$ cat config.mk
export PLATFORM = sky130hd
export DESIGN_NAME = flash_suspend_resume_rules
export DESIGN_NICKNAME = d
export VERILOG_FILES = /design/src/rtl/flash_suspend_pkg.sv /design/src/rtl/sequencer_if.sv /design/src/rtl/suspend_engine.sv /design/src/rtl/flash_suspend_resume_rules.sv
export VERILOG_INCLUDE_DIRS = /design/src /design/src/rtl
export SDC_FILE = /design/constraint.sdc
export NUM_CORES = 1
export LEC_CHECK = 0
export BUFFER_PORTS_ARGS = -buffer_cell sky130_fd_sc_hd__buf_4
export CORE_UTILIZATION = 31
export CTS_CLUSTER_DIAMETER = 60
export DETAILED_ROUTE_END_ITERATION = 6
export GPL_TIMING_DRIVEN = 0
export PLACE_DENSITY = 0.56
export SYNTH_ARGS = -nofsm -noshare
export SYNTH_HDL_FRONTEND = slang
export SYNTH_SLANG_ARGS = --single-unit
export TNS_END_PERCENT = 1
$ cat constraint.sdc
create_clock -name clk -period 3 [get_ports clk]
set_input_delay 0.3 -clock clk [delete_from_list [all_inputs] [get_ports clk]]
set_output_delay 0.3 -clock clk [all_outputs]
set_load 0.005 [all_outputs]
$ cat src/rtl/flash_suspend_cfg.svh
`ifndef FLASH_SUSPEND_CFG_SVH
`define FLASH_SUSPEND_CFG_SVH

// register byte offsets (word aligned)
`define OFS_CMD          8'h00
`define OFS_STATUS       8'h04
`define OFS_PARAM        8'h2c

// suspend parameter word and its fields
`define PARAM_WORD       32'h4518_a3ec
`define PARAM_SUSP_BIT   31
`define PARAM_ERASE_LAT  7'h45
`define PARAM_PROG_LAT   7'h45

// command opcodes
`define OP_ERASE_SUSP    8'h75
`define OP_ERASE_RES     8'h7a
`define OP_PROG_SUSP     8'h85
`define OP_PROG_RES      8'h8a
`define OP_START_ERASE   8'h20
`define OP_START_PROG    8'h02

// status bit positions
`define ST_BUSY          0
`define ST_ERASE_ACT     1
`define ST_PROG_ACT      2
`define ST_ERASE_SUSP    3
`define ST_PROG_SUSP     4
`define ST_REFUSED       5
`define ST_REMAIN_LSB    16

// timing
`define CLK_PERIOD_NS    10
`define SUSP_LAT_NS      48000
`define SUSP_LAT_CYC     (`SUSP_LAT_NS / `CLK_PERIOD_NS)
`define SUSP_SETTLE_CYC  4'h8
`define OP_CYCLES_DEF    50000

`endif

$ cat src/rtl/flash_suspend_pkg.sv
package flash_suspend_pkg;

  typedef enum logic [2:0] {
    CMD_NONE,
    CMD_START_ERASE,
    CMD_START_PROG,
    CMD_SUSP_ERASE,
    CMD_RES_ERASE,
    CMD_SUSP_PROG,
    CMD_RES_PROG
  } cmd_e;

  typedef enum logic [1:0] {
    ENG_IDLE,
    ENG_RUN,
    ENG_SUSP_PEND,
    ENG_SUSP
  } eng_state_e;

  typedef struct packed {
    eng_state_e  state;
    logic        is_erase;
    logic [15:0] remaining;
    logic [3:0]  settle;
    logic        refused;
  } eng_s;

  typedef struct packed {
    logic        dp_valid;
    logic        dp_write;
    logic        dp_hit;
    logic [7:0]  dp_addr;
    logic [31:0] rdata;
    cmd_e        cmd;
    logic        refused;
  } bus_s;

endpackage : flash_suspend_pkg

$ cat src/rtl/sequencer_if.sv
`timescale 1ns/1ps
interface sequencer_if;
  flash_suspend_pkg::cmd_e       cmd;
  flash_suspend_pkg::eng_state_e state;
  logic                          is_erase;
  logic [15:0]                   remaining;
  logic                          busy;
  logic                          refused;

  modport ctl (output cmd, input state, is_erase, remaining, busy, refused);
  modport eng (input cmd, output state, is_erase, remaining, busy, refused);
endinterface : sequencer_if

$ cat src/rtl/suspend_engine.sv
`timescale 1ns/1ps
`include "flash_suspend_cfg.svh"
module suspend_engine #(
  parameter int OP_CYCLES    = `OP_CYCLES_DEF,
  parameter int SUSP_LAT_CYC = `SUSP_LAT_CYC
) (
  // clock and reset
  input wire logic clk,
  input wire logic rst_b,
  // command and status
  sequencer_if.eng sif
);

  flash_suspend_pkg::eng_s state_reg;
  flash_suspend_pkg::eng_s state_next;
  logic [15:0]             lat_cnt_reg;

  always_comb
  begin
    state_next         = state_reg;
    state_next.refused = 1'b0;
    case (state_reg.state)
      flash_suspend_pkg::ENG_IDLE:
      begin
        if (sif.cmd == flash_suspend_pkg::CMD_START_ERASE || sif.cmd == flash_suspend_pkg::CMD_START_PROG)
        begin
          state_next.state     = flash_suspend_pkg::ENG_RUN;
          state_next.is_erase  = (sif.cmd == flash_suspend_pkg::CMD_START_ERASE);
          state_next.remaining = OP_CYCLES[15:0];
        end
        else if (sif.cmd != flash_suspend_pkg::CMD_NONE)
          state_next.refused = 1'b1;
      end
      flash_suspend_pkg::ENG_RUN:
      begin
        if (state_reg.remaining <= 16'h0001)
        begin
          state_next.state     = flash_suspend_pkg::ENG_IDLE;
          state_next.remaining = 16'h0000;
        end
        else
          state_next.remaining = state_reg.remaining - 16'h0001;
        // suspend of the wrong kind is refused, not remapped
        if (state_reg.remaining > 16'h0001 && sif.cmd == (state_reg.is_erase ? flash_suspend_pkg::CMD_SUSP_ERASE
                                                                                : flash_suspend_pkg::CMD_SUSP_PROG))
        begin
          state_next.state     = flash_suspend_pkg::ENG_SUSP_PEND;
          state_next.remaining = state_reg.remaining;
          state_next.settle    = `SUSP_SETTLE_CYC;
        end
        else if (sif.cmd != flash_suspend_pkg::CMD_NONE)
          state_next.refused = 1'b1;
      end
      flash_suspend_pkg::ENG_SUSP_PEND:
      begin
        // fixed settle keeps latency far under the reported bound
        state_next.settle = state_reg.settle - 4'h1;
        if (state_reg.settle <= 4'h1)
          state_next.state = flash_suspend_pkg::ENG_SUSP;
        if (sif.cmd != flash_suspend_pkg::CMD_NONE)
          state_next.refused = 1'b1;
      end
      flash_suspend_pkg::ENG_SUSP:
      begin
        // progress is frozen, so resume continues where it stopped
        if (sif.cmd == (state_reg.is_erase ? flash_suspend_pkg::CMD_RES_ERASE : flash_suspend_pkg::CMD_RES_PROG))
          state_next.state = flash_suspend_pkg::ENG_RUN;
        else if (sif.cmd != flash_suspend_pkg::CMD_NONE)
          state_next.refused = 1'b1;
      end
      default:
        state_next = '0;
    endcase
  end

  always_ff @(posedge clk or negedge rst_b)
  begin
    if (!rst_b)
      state_reg <= '0;
    else
      state_reg <= state_next;
  end

  assign sif.state     = state_reg.state;
  assign sif.is_erase  = state_reg.is_erase;
  assign sif.remaining = state_reg.remaining;
  assign sif.busy      = (state_reg.state == flash_suspend_pkg::ENG_RUN) ||
                         (state_reg.state == flash_suspend_pkg::ENG_SUSP_PEND);
  assign sif.refused   = state_reg.refused;

  // cycles spent waiting for a suspend to take effect
  always_ff @(posedge clk or negedge rst_b)
  begin
    if (!rst_b)
      lat_cnt_reg <= 16'h0000;
    else if (state_reg.state == flash_suspend_pkg::ENG_SUSP_PEND)
      lat_cnt_reg <= lat_cnt_reg + 16'h0001;
    else
      lat_cnt_reg <= 16'h0000;
  end
endmodule : suspend_engine

$ cat src/rtl/flash_suspend_resume_rules.sv
`timescale 1ns/1ps
`include "flash_suspend_cfg.svh"
// How it works
// - parameter word reads constant 4518A3EC
// - top bit zero: suspend/resume supported
// - erase suspends within 48 us
// - program suspends within 48 us
// - erase suspend 75h, resume 7Ah decoded
// - program suspend 85h, resume 8Ah decoded
module flash_suspend_resume_rules #(
  parameter int OP_CYCLES    = `OP_CYCLES_DEF,
  parameter int SUSP_LAT_CYC = `SUSP_LAT_CYC
) (
  // clock and reset
  input  wire logic        clk,
  input  wire logic        rst_b,
  // ahb-lite slave
  input  wire logic        hsel,
  input  wire logic [31:0] haddr,
  input  wire logic [1:0]  htrans,
  input  wire logic        hwrite,
  input  wire logic [2:0]  hsize,
  input  wire logic [31:0] hwdata,
  input  wire logic        hready,
  output      logic        hreadyout,
  output      logic        hresp,
  output      logic [31:0] hrdata,
  // status
  output      logic        flash_busy
);

  sequencer_if sif ();

  flash_suspend_pkg::bus_s state_reg;
  flash_suspend_pkg::bus_s state_next;

  function automatic flash_suspend_pkg::cmd_e decode_op(input logic [7:0] op);
    case (op)
      `OP_ERASE_SUSP:  decode_op = flash_suspend_pkg::CMD_SUSP_ERASE;
      `OP_ERASE_RES:   decode_op = flash_suspend_pkg::CMD_RES_ERASE;
      `OP_PROG_SUSP:   decode_op = flash_suspend_pkg::CMD_SUSP_PROG;
      `OP_PROG_RES:    decode_op = flash_suspend_pkg::CMD_RES_PROG;
      `OP_START_ERASE: decode_op = flash_suspend_pkg::CMD_START_ERASE;
      `OP_START_PROG:  decode_op = flash_suspend_pkg::CMD_START_PROG;
      default:         decode_op = flash_suspend_pkg::CMD_NONE;
    endcase
  endfunction : decode_op

  function automatic logic [31:0] status_word(input flash_suspend_pkg::eng_state_e st,
                                              input logic erase, input logic busy,
                                              input logic refused, input logic [15:0] remaining);
    logic active;
    logic susp;
    active = (st != flash_suspend_pkg::ENG_IDLE);
    susp   = (st == flash_suspend_pkg::ENG_SUSP);
    status_word                            = 32'h0000_0000;
    status_word[`ST_BUSY]                  = busy;
    status_word[`ST_ERASE_ACT]             = active && erase;
    status_word[`ST_PROG_ACT]              = active && !erase;
    status_word[`ST_ERASE_SUSP]            = susp && erase;
    status_word[`ST_PROG_SUSP]             = susp && !erase;
    status_word[`ST_REFUSED]               = refused;
    status_word[`ST_REMAIN_LSB +: 16]      = remaining;
  endfunction : status_word

  logic addr_take;
  logic addr_hit;
  logic status_rd;

  always_comb
  begin
    state_next     = state_reg;
    state_next.cmd = flash_suspend_pkg::CMD_NONE;
    addr_take      = hsel && hready && htrans[1];
    addr_hit       = (haddr[31:8] == 24'h00_0000) && (haddr[1:0] == 2'b00);
    status_rd      = addr_take && !hwrite && addr_hit && (haddr[7:0] == `OFS_STATUS);

    // data phase of a write: opcode taken from the low byte
    if (state_reg.dp_valid && state_reg.dp_write && state_reg.dp_hit && state_reg.dp_addr == `OFS_CMD)
      state_next.cmd = decode_op(hwdata[7:0]);

    if (hready)
    begin
      state_next.dp_valid = addr_take;
      state_next.dp_write = hwrite;
      state_next.dp_hit   = addr_hit;
      state_next.dp_addr  = haddr[7:0];
    end

    // read data latched at the address phase so it comes from a flop
    if (addr_take && !hwrite)
    begin
      if (!addr_hit)
        state_next.rdata = 32'h0000_0000;
      else
      begin
        case (haddr[7:0])
          `OFS_PARAM:  state_next.rdata = `PARAM_WORD;
          `OFS_STATUS: state_next.rdata = status_word(sif.state, sif.is_erase, sif.busy,
                                                      state_reg.refused, sif.remaining);
          default:     state_next.rdata = 32'h0000_0000;
        endcase
      end
    end

    // a status read clears the sticky flag; a new refusal wins
    state_next.refused = (state_reg.refused && !status_rd) || sif.refused;
  end

  always_ff @(posedge clk or negedge rst_b)
  begin
    if (!rst_b)
      state_reg <= '0;
    else
      state_reg <= state_next;
  end

  assign sif.cmd    = state_reg.cmd;
  assign hreadyout  = 1'b1;
  assign hresp      = 1'b0;
  assign hrdata     = state_reg.rdata;
  assign flash_busy = sif.busy;

  suspend_engine #(
    .OP_CYCLES    (OP_CYCLES),
    .SUSP_LAT_CYC (SUSP_LAT_CYC)
  ) u_engine (
    .clk   (clk),
    .rst_b (rst_b),
    .sif   (sif)
  );
endmodule : flash_suspend_resume_rules

; ---- Word level (Yosys, flattened, before mapping)
; Index checks and enable logic that the tools add are counted.
[totals]
regBits = 71
latchBits = 0
mem_bits_rw = 0
romBits = 0
in_bits = 74
out_inout_bits = 35
elab_cells = 92
memories = 0
[op_classes]
add_sub_neg = 2
mul = 0
n_div = 0
magnitude_cmp = 3
n_eq_ne = 21
n_shift = 0
muxes = 21
bitwise = 0
n_reduce_logical = 33
[ops]
columns = cell, count
row1 = 32-bit case mux with 2 select lines, 1
row2 = 32-bit 2-to-1 mux, 1
row3 = 16-bit case mux with 2 select lines, 1
row4 = 24-bit logical NOT, 1
row5 = 20-bit 2-to-1 mux, 1
row6 = 19-bit 2-to-1 mux, 1
row7 = 3-bit case mux with 6 select lines, 1
row8 = "8-bit by 6-bit == test with 1-bit output, second input constant", 2
row9 = "8-bit by 7-bit == test with 1-bit output, second input constant", 2
row10 = "8-bit == test, second input constant", 2
row11 = "16-bit by 1-bit > comparator with 1-bit output, second input constant", 1
row12 = "16-bit by 1-bit less-or-equal comparator with 1-bit output, second input constant", 1
row13 = 16-bit 2-to-1 mux, 1
row14 = "16-bit by 1-bit subtractor with 16-bit output, second input constant", 1
row15 = 1-bit logical AND, 15
row16 = 2-bit 2-to-1 mux, 5
row17 = "8-bit by 2-bit == test with 1-bit output, second input constant", 1
row18 = "8-bit by 3-bit == test with 1-bit output, second input constant", 1
row19 = 8-bit logical NOT, 1
row20 = "2-bit by 1-bit inequality test with 1-bit output, second input constant", 4
row21 = 2-bit case mux with 4 select lines, 1
row22 = 4-bit case mux with 2 select lines, 1
row23 = 3-bit == test, 2
row24 = 3-bit 2-to-1 mux, 2
row25 = 18 further kinds, 30

; ---- Depth between registers and ports, before layout
[depth]
ltp_word = 8
ltp_mapped = 9
mapped_depth_nobuf = 8

; ---- Hierarchy
; From an unflattened synthesis, not the netlist that was laid out.
[hier_totals]
hier_cells = 387
area_unflattened_um2 = 3814.9
[modules_own_cells]
columns = module, instances, cells_each, area_each_um2
row1 = flash_suspend_resume_rules, 1, 185, 1961.9
row2 = suspend_engine, 1, 202, 1853.0

; ---- Worst setup path before layout
; No wires, ideal clock.
[synth_path]
kind = register to register
startpoint = register u_engine.state_reg (netlist bit u_engine.sif.remaining[8])
endpoint = register with a tool-made name
arrival_time_ps = 2034
t_required_ps = 2876
path_slack_ps = 842
path_stages_with_launch = 7
cell_sequence = dfrtp_1 -> or3_4 -> or3_4 -> o311ai_4 -> and4_4 -> nand2_2 -> mux2i_1
[synth_rtl]
columns = item, line
row1 = "start, declared", suspend_engine.sv:14  ; flash_suspend_pkg::eng_s state_reg;
row2 = "start signal, assigned", suspend_engine.sv:81  ; state_reg <= state_next;

; ---- Worst setup path after layout
[layout_path]
startpoint = register u_engine.state_reg (netlist bit u_engine.sif.remaining[8])
endpoint = register u_engine.state_reg (netlist bit u_engine.sif.remaining[11])
[layout_via]
elab_chain_cells = 4
elab_cells_between_ends = 9
[layout_rtl]
columns = item, line
row1 = "16-bit by 1-bit subtractor with 16-bit output, or another cell as far along", suspend_engine.sv:42  ; state_next.remaining = state_reg.remaining - 16'h0001;
row2 = 16-bit 2-to-1 mux or 1-bit logical AND (tied branches), "suspend_engine.sv:36, suspend_engine.sv:44"
row3 = 20-bit 2-to-1 mux or 2-bit inequality test (tied branches), n/a
row4 = 16-bit case mux with 2 select lines or 3-bit AND reduction (tied branches), n/a
; Parallel ways exist; a longest one is shown, timed or not. The select of a mux whose other input is x is not followed.
; A chain may end at the register's enable or synchronous reset.

==> impl_metrics.ini <==
[outcome]
status = finished, final reports clean

[synth]
synth_area_leader_cell = dfrtp_1
synthArstFlopShare = 1.00
synth_area_leaders = dfrtp_1 (45%), buf_4 (7.7%), o21ai_0 (4.1%)
synth_cell_types = 59
synth-edff-count = 0
ys_seq_area_frac = 0.453
synth_top_flop_cell = dfrtp_1
synth_most_common_cell = dfrtp_1
synth_warnings = 0
synth_common_cells = dfrtp_1 (62), nand2_1 (36), buf_4 (35)
netlist_instances = 358
synth_top_cell_area_share = 0.453
syn_area_um2 = 3430
avgSynthCellArea_um2 = 9.57
synth_seq_cells = 62

[clocking]
clock-sinks = 62
cts_tree = yes
cts_buffers = 9
path_clk_slew_ps = 70
postCtsSetupBuffers = 0
hold_buffers = 0
cts_root_buf = clkbuf_8
clockBufferDepth = 2
clk_latency_ps = 350
h-tree-depth = 3

[detailed_routing]
viasPerCell = 4.91
antenna_left = 0
vias = 2906
post-route-drc-count = 0
wl_um = 7960
drt_iter0_markers = 142
wl_per_cell_um = 13.4
drt_pass1_iterations = 5

[job]
drv_cap = 0

[timing]
period_share = 0.869
setup_viol = 0
max_freq_mhz = 384
rsz0062_at_grt = false
period_minus_slack_ps = 2610
tns_ps = 0
slew_headroom = 0.460
finalHoldViolations = 0
clock_skew_ps = 11.1
whs_ps = 31.8
slew_viol_final = 0
worst_slack_ps = 393
tightest_slew_ps = 808

[die]
die_area_um2 = 11500
io_pins = 109
die_height_um = 107
initial_utilization = 0.317
die_x_um = 107
row_count = 38
fp.coreArea_um2 = 10800

[worst_setup_path]
cpPeakStageDelay_ps = 450
crit_chain = or3_4 > nor3_1 > a41oi_2 > a21o_1 > clkbuf_1 > o21ai_0 > o21ai_0
critical_path_class = reg2reg
cp_slowest_cell = dfrtp_1
crit_path_start = u_engine.sif.remaining[8]
rr_startpoint = u_engine.sif.remaining[8]
crit_path_end_kind = register
cp_max_fo = 10
required_ps = 3210
worstSetupStartpointType = register
crit_arrival_ps = 2820
cpMostUsedCell = o21ai_0

[min_path]
hold_path.class = in2async

[power]
leakage_nw = 2.07
irDropWorstVdd_mv = 0.248
powerDensity_nw_per_um2 = 538

[final_layout]
fin_cells = 592
final_core_util = 0.405
diodes = 0
largest_reg_flops = 23
syn2layout_area_growth_pct = 27.5
nets = 529
drive_gt1_frac = 0.343

[placement]
post-place-ws_ps = 286
io_buffers = 74
dpl.hpwl_um = 5770
gp_congestion = 0.858
dpl.cell_count = 576

[grt]
gr-usage-all-layers = 0.148
antenna_found_initial = 0
grt-ovfl-total = 0
first_global_vias = 2729
grt_first_pass_wirelength_um = 13300
grt_max_degree = 63
use_met3 = 0.0395
globalRouteMet1Util = 0.197
use_met2 = 0.234
top_usage_layer = met2
critical path: cells and delay by family (launching register included):
kind / cells / cell delay, ps
compound gates: 4 / 990
simple gates: 2 / 780
buf+inv: 1 / 240
flops: 1 / 450
per-stage QoR:
step	power (mW)	cell area [µm²]
detailed placement	1.63	4170
global route	2.50	4370
global placement	1.63	4170
floorplan	1.42	3440
finish	2.35	4370
CTS	2.37	4360
final cells by class:
| class | count | area (µm²) |
|---|---|---|
| Sequential cell | 62 | 1550 |
| Inverter | 12 | 45.0 |
| Fill cell | 1089 | 6420 |
| Tap cell | 140 | 175 |
| Timing Repair Buffer | 74 | 556 |
| Buffer | 47 | 332 |
| Clock buffer | 10 | 128 |
| Clock inverter | 6 | 61.3 |
| Multi-Input combinational cell | 241 | 1520 |
per-layer routing:
layer / up-vias / share of wire
met3: 9 / 0.063
met1: 1368 / 0.45
met4: 0 / 0.010
met2: 93 / 0.47
met5: - / 0
li1: 1436 / -
final timing paths:
path                                         endpoint  slack (ps)  cells past startpoint
max                        u_engine.sif.remaining[11]         390                      7
min                                        hrdata[21]          30                      1
max reg2reg                u_engine.sif.remaining[11]         390                      7
min reg2reg                              state_reg[0]         420                      1
max in group asynchronous       u_engine.state_reg[2]        2460                      1
min in group clk                        state_reg[43]         190                      2
cells by family after synthesis:
| logic type | after synthesis | synth area share |
|---|---|---|
| buf+inv | 59 | 0.110 |
| xor+xnor | 2 | 0.00511 |
| mux | 12 | 0.0387 |
| compound gates | 82 | 0.161 |
| simple gates | 130 | 0.198 |
| flops | 62 | 0.453 |
| other cells | 2 | 0.00219 |
| fa+ha+maj | 9 | 0.0321 |
cell usage in the layout, fill, tap and decap left out, drive strengths merged, types with 2 or more instances in the layout:
cell and instances:
a21o 2, o22ai 3, or3 6, a311oi 2, a22o 10, dfrtp 62, o31ai 5, xnor2 2
and4b 2, a21boi 2, clkbuf 15, a22oi 2, mux2 10, nor2 27, o21ai 28, or2 2
buf 116, nor3 11, inv 13, clkinv 3, nor4 9, nand3b 2, nand3 20, mux2i 2
conb 6, nor3b 3, o21a 4, a41oi 2, a21oi 12, a31oi 5, ha 8, nand2 37
and3b 2
timing repair:
item / 4_1_cts / 5_1_grt
hold endpoints to repair: 0 / 0
endpoints found under the setup margin: 0 / 5
gates resized for setup: 0 / 1
where the power goes:
group / internal, mW / switching, mW / leakage, nW
Sequential: 0.901 / 0.0803 / 0.801
Clock: 0.382 / 0.338 / 0.0964
Combinational: 0.261 / 0.388 / 1.17
Total: 1.54 / 0.807 / 2.07
(Power assumes the default switching activity.)
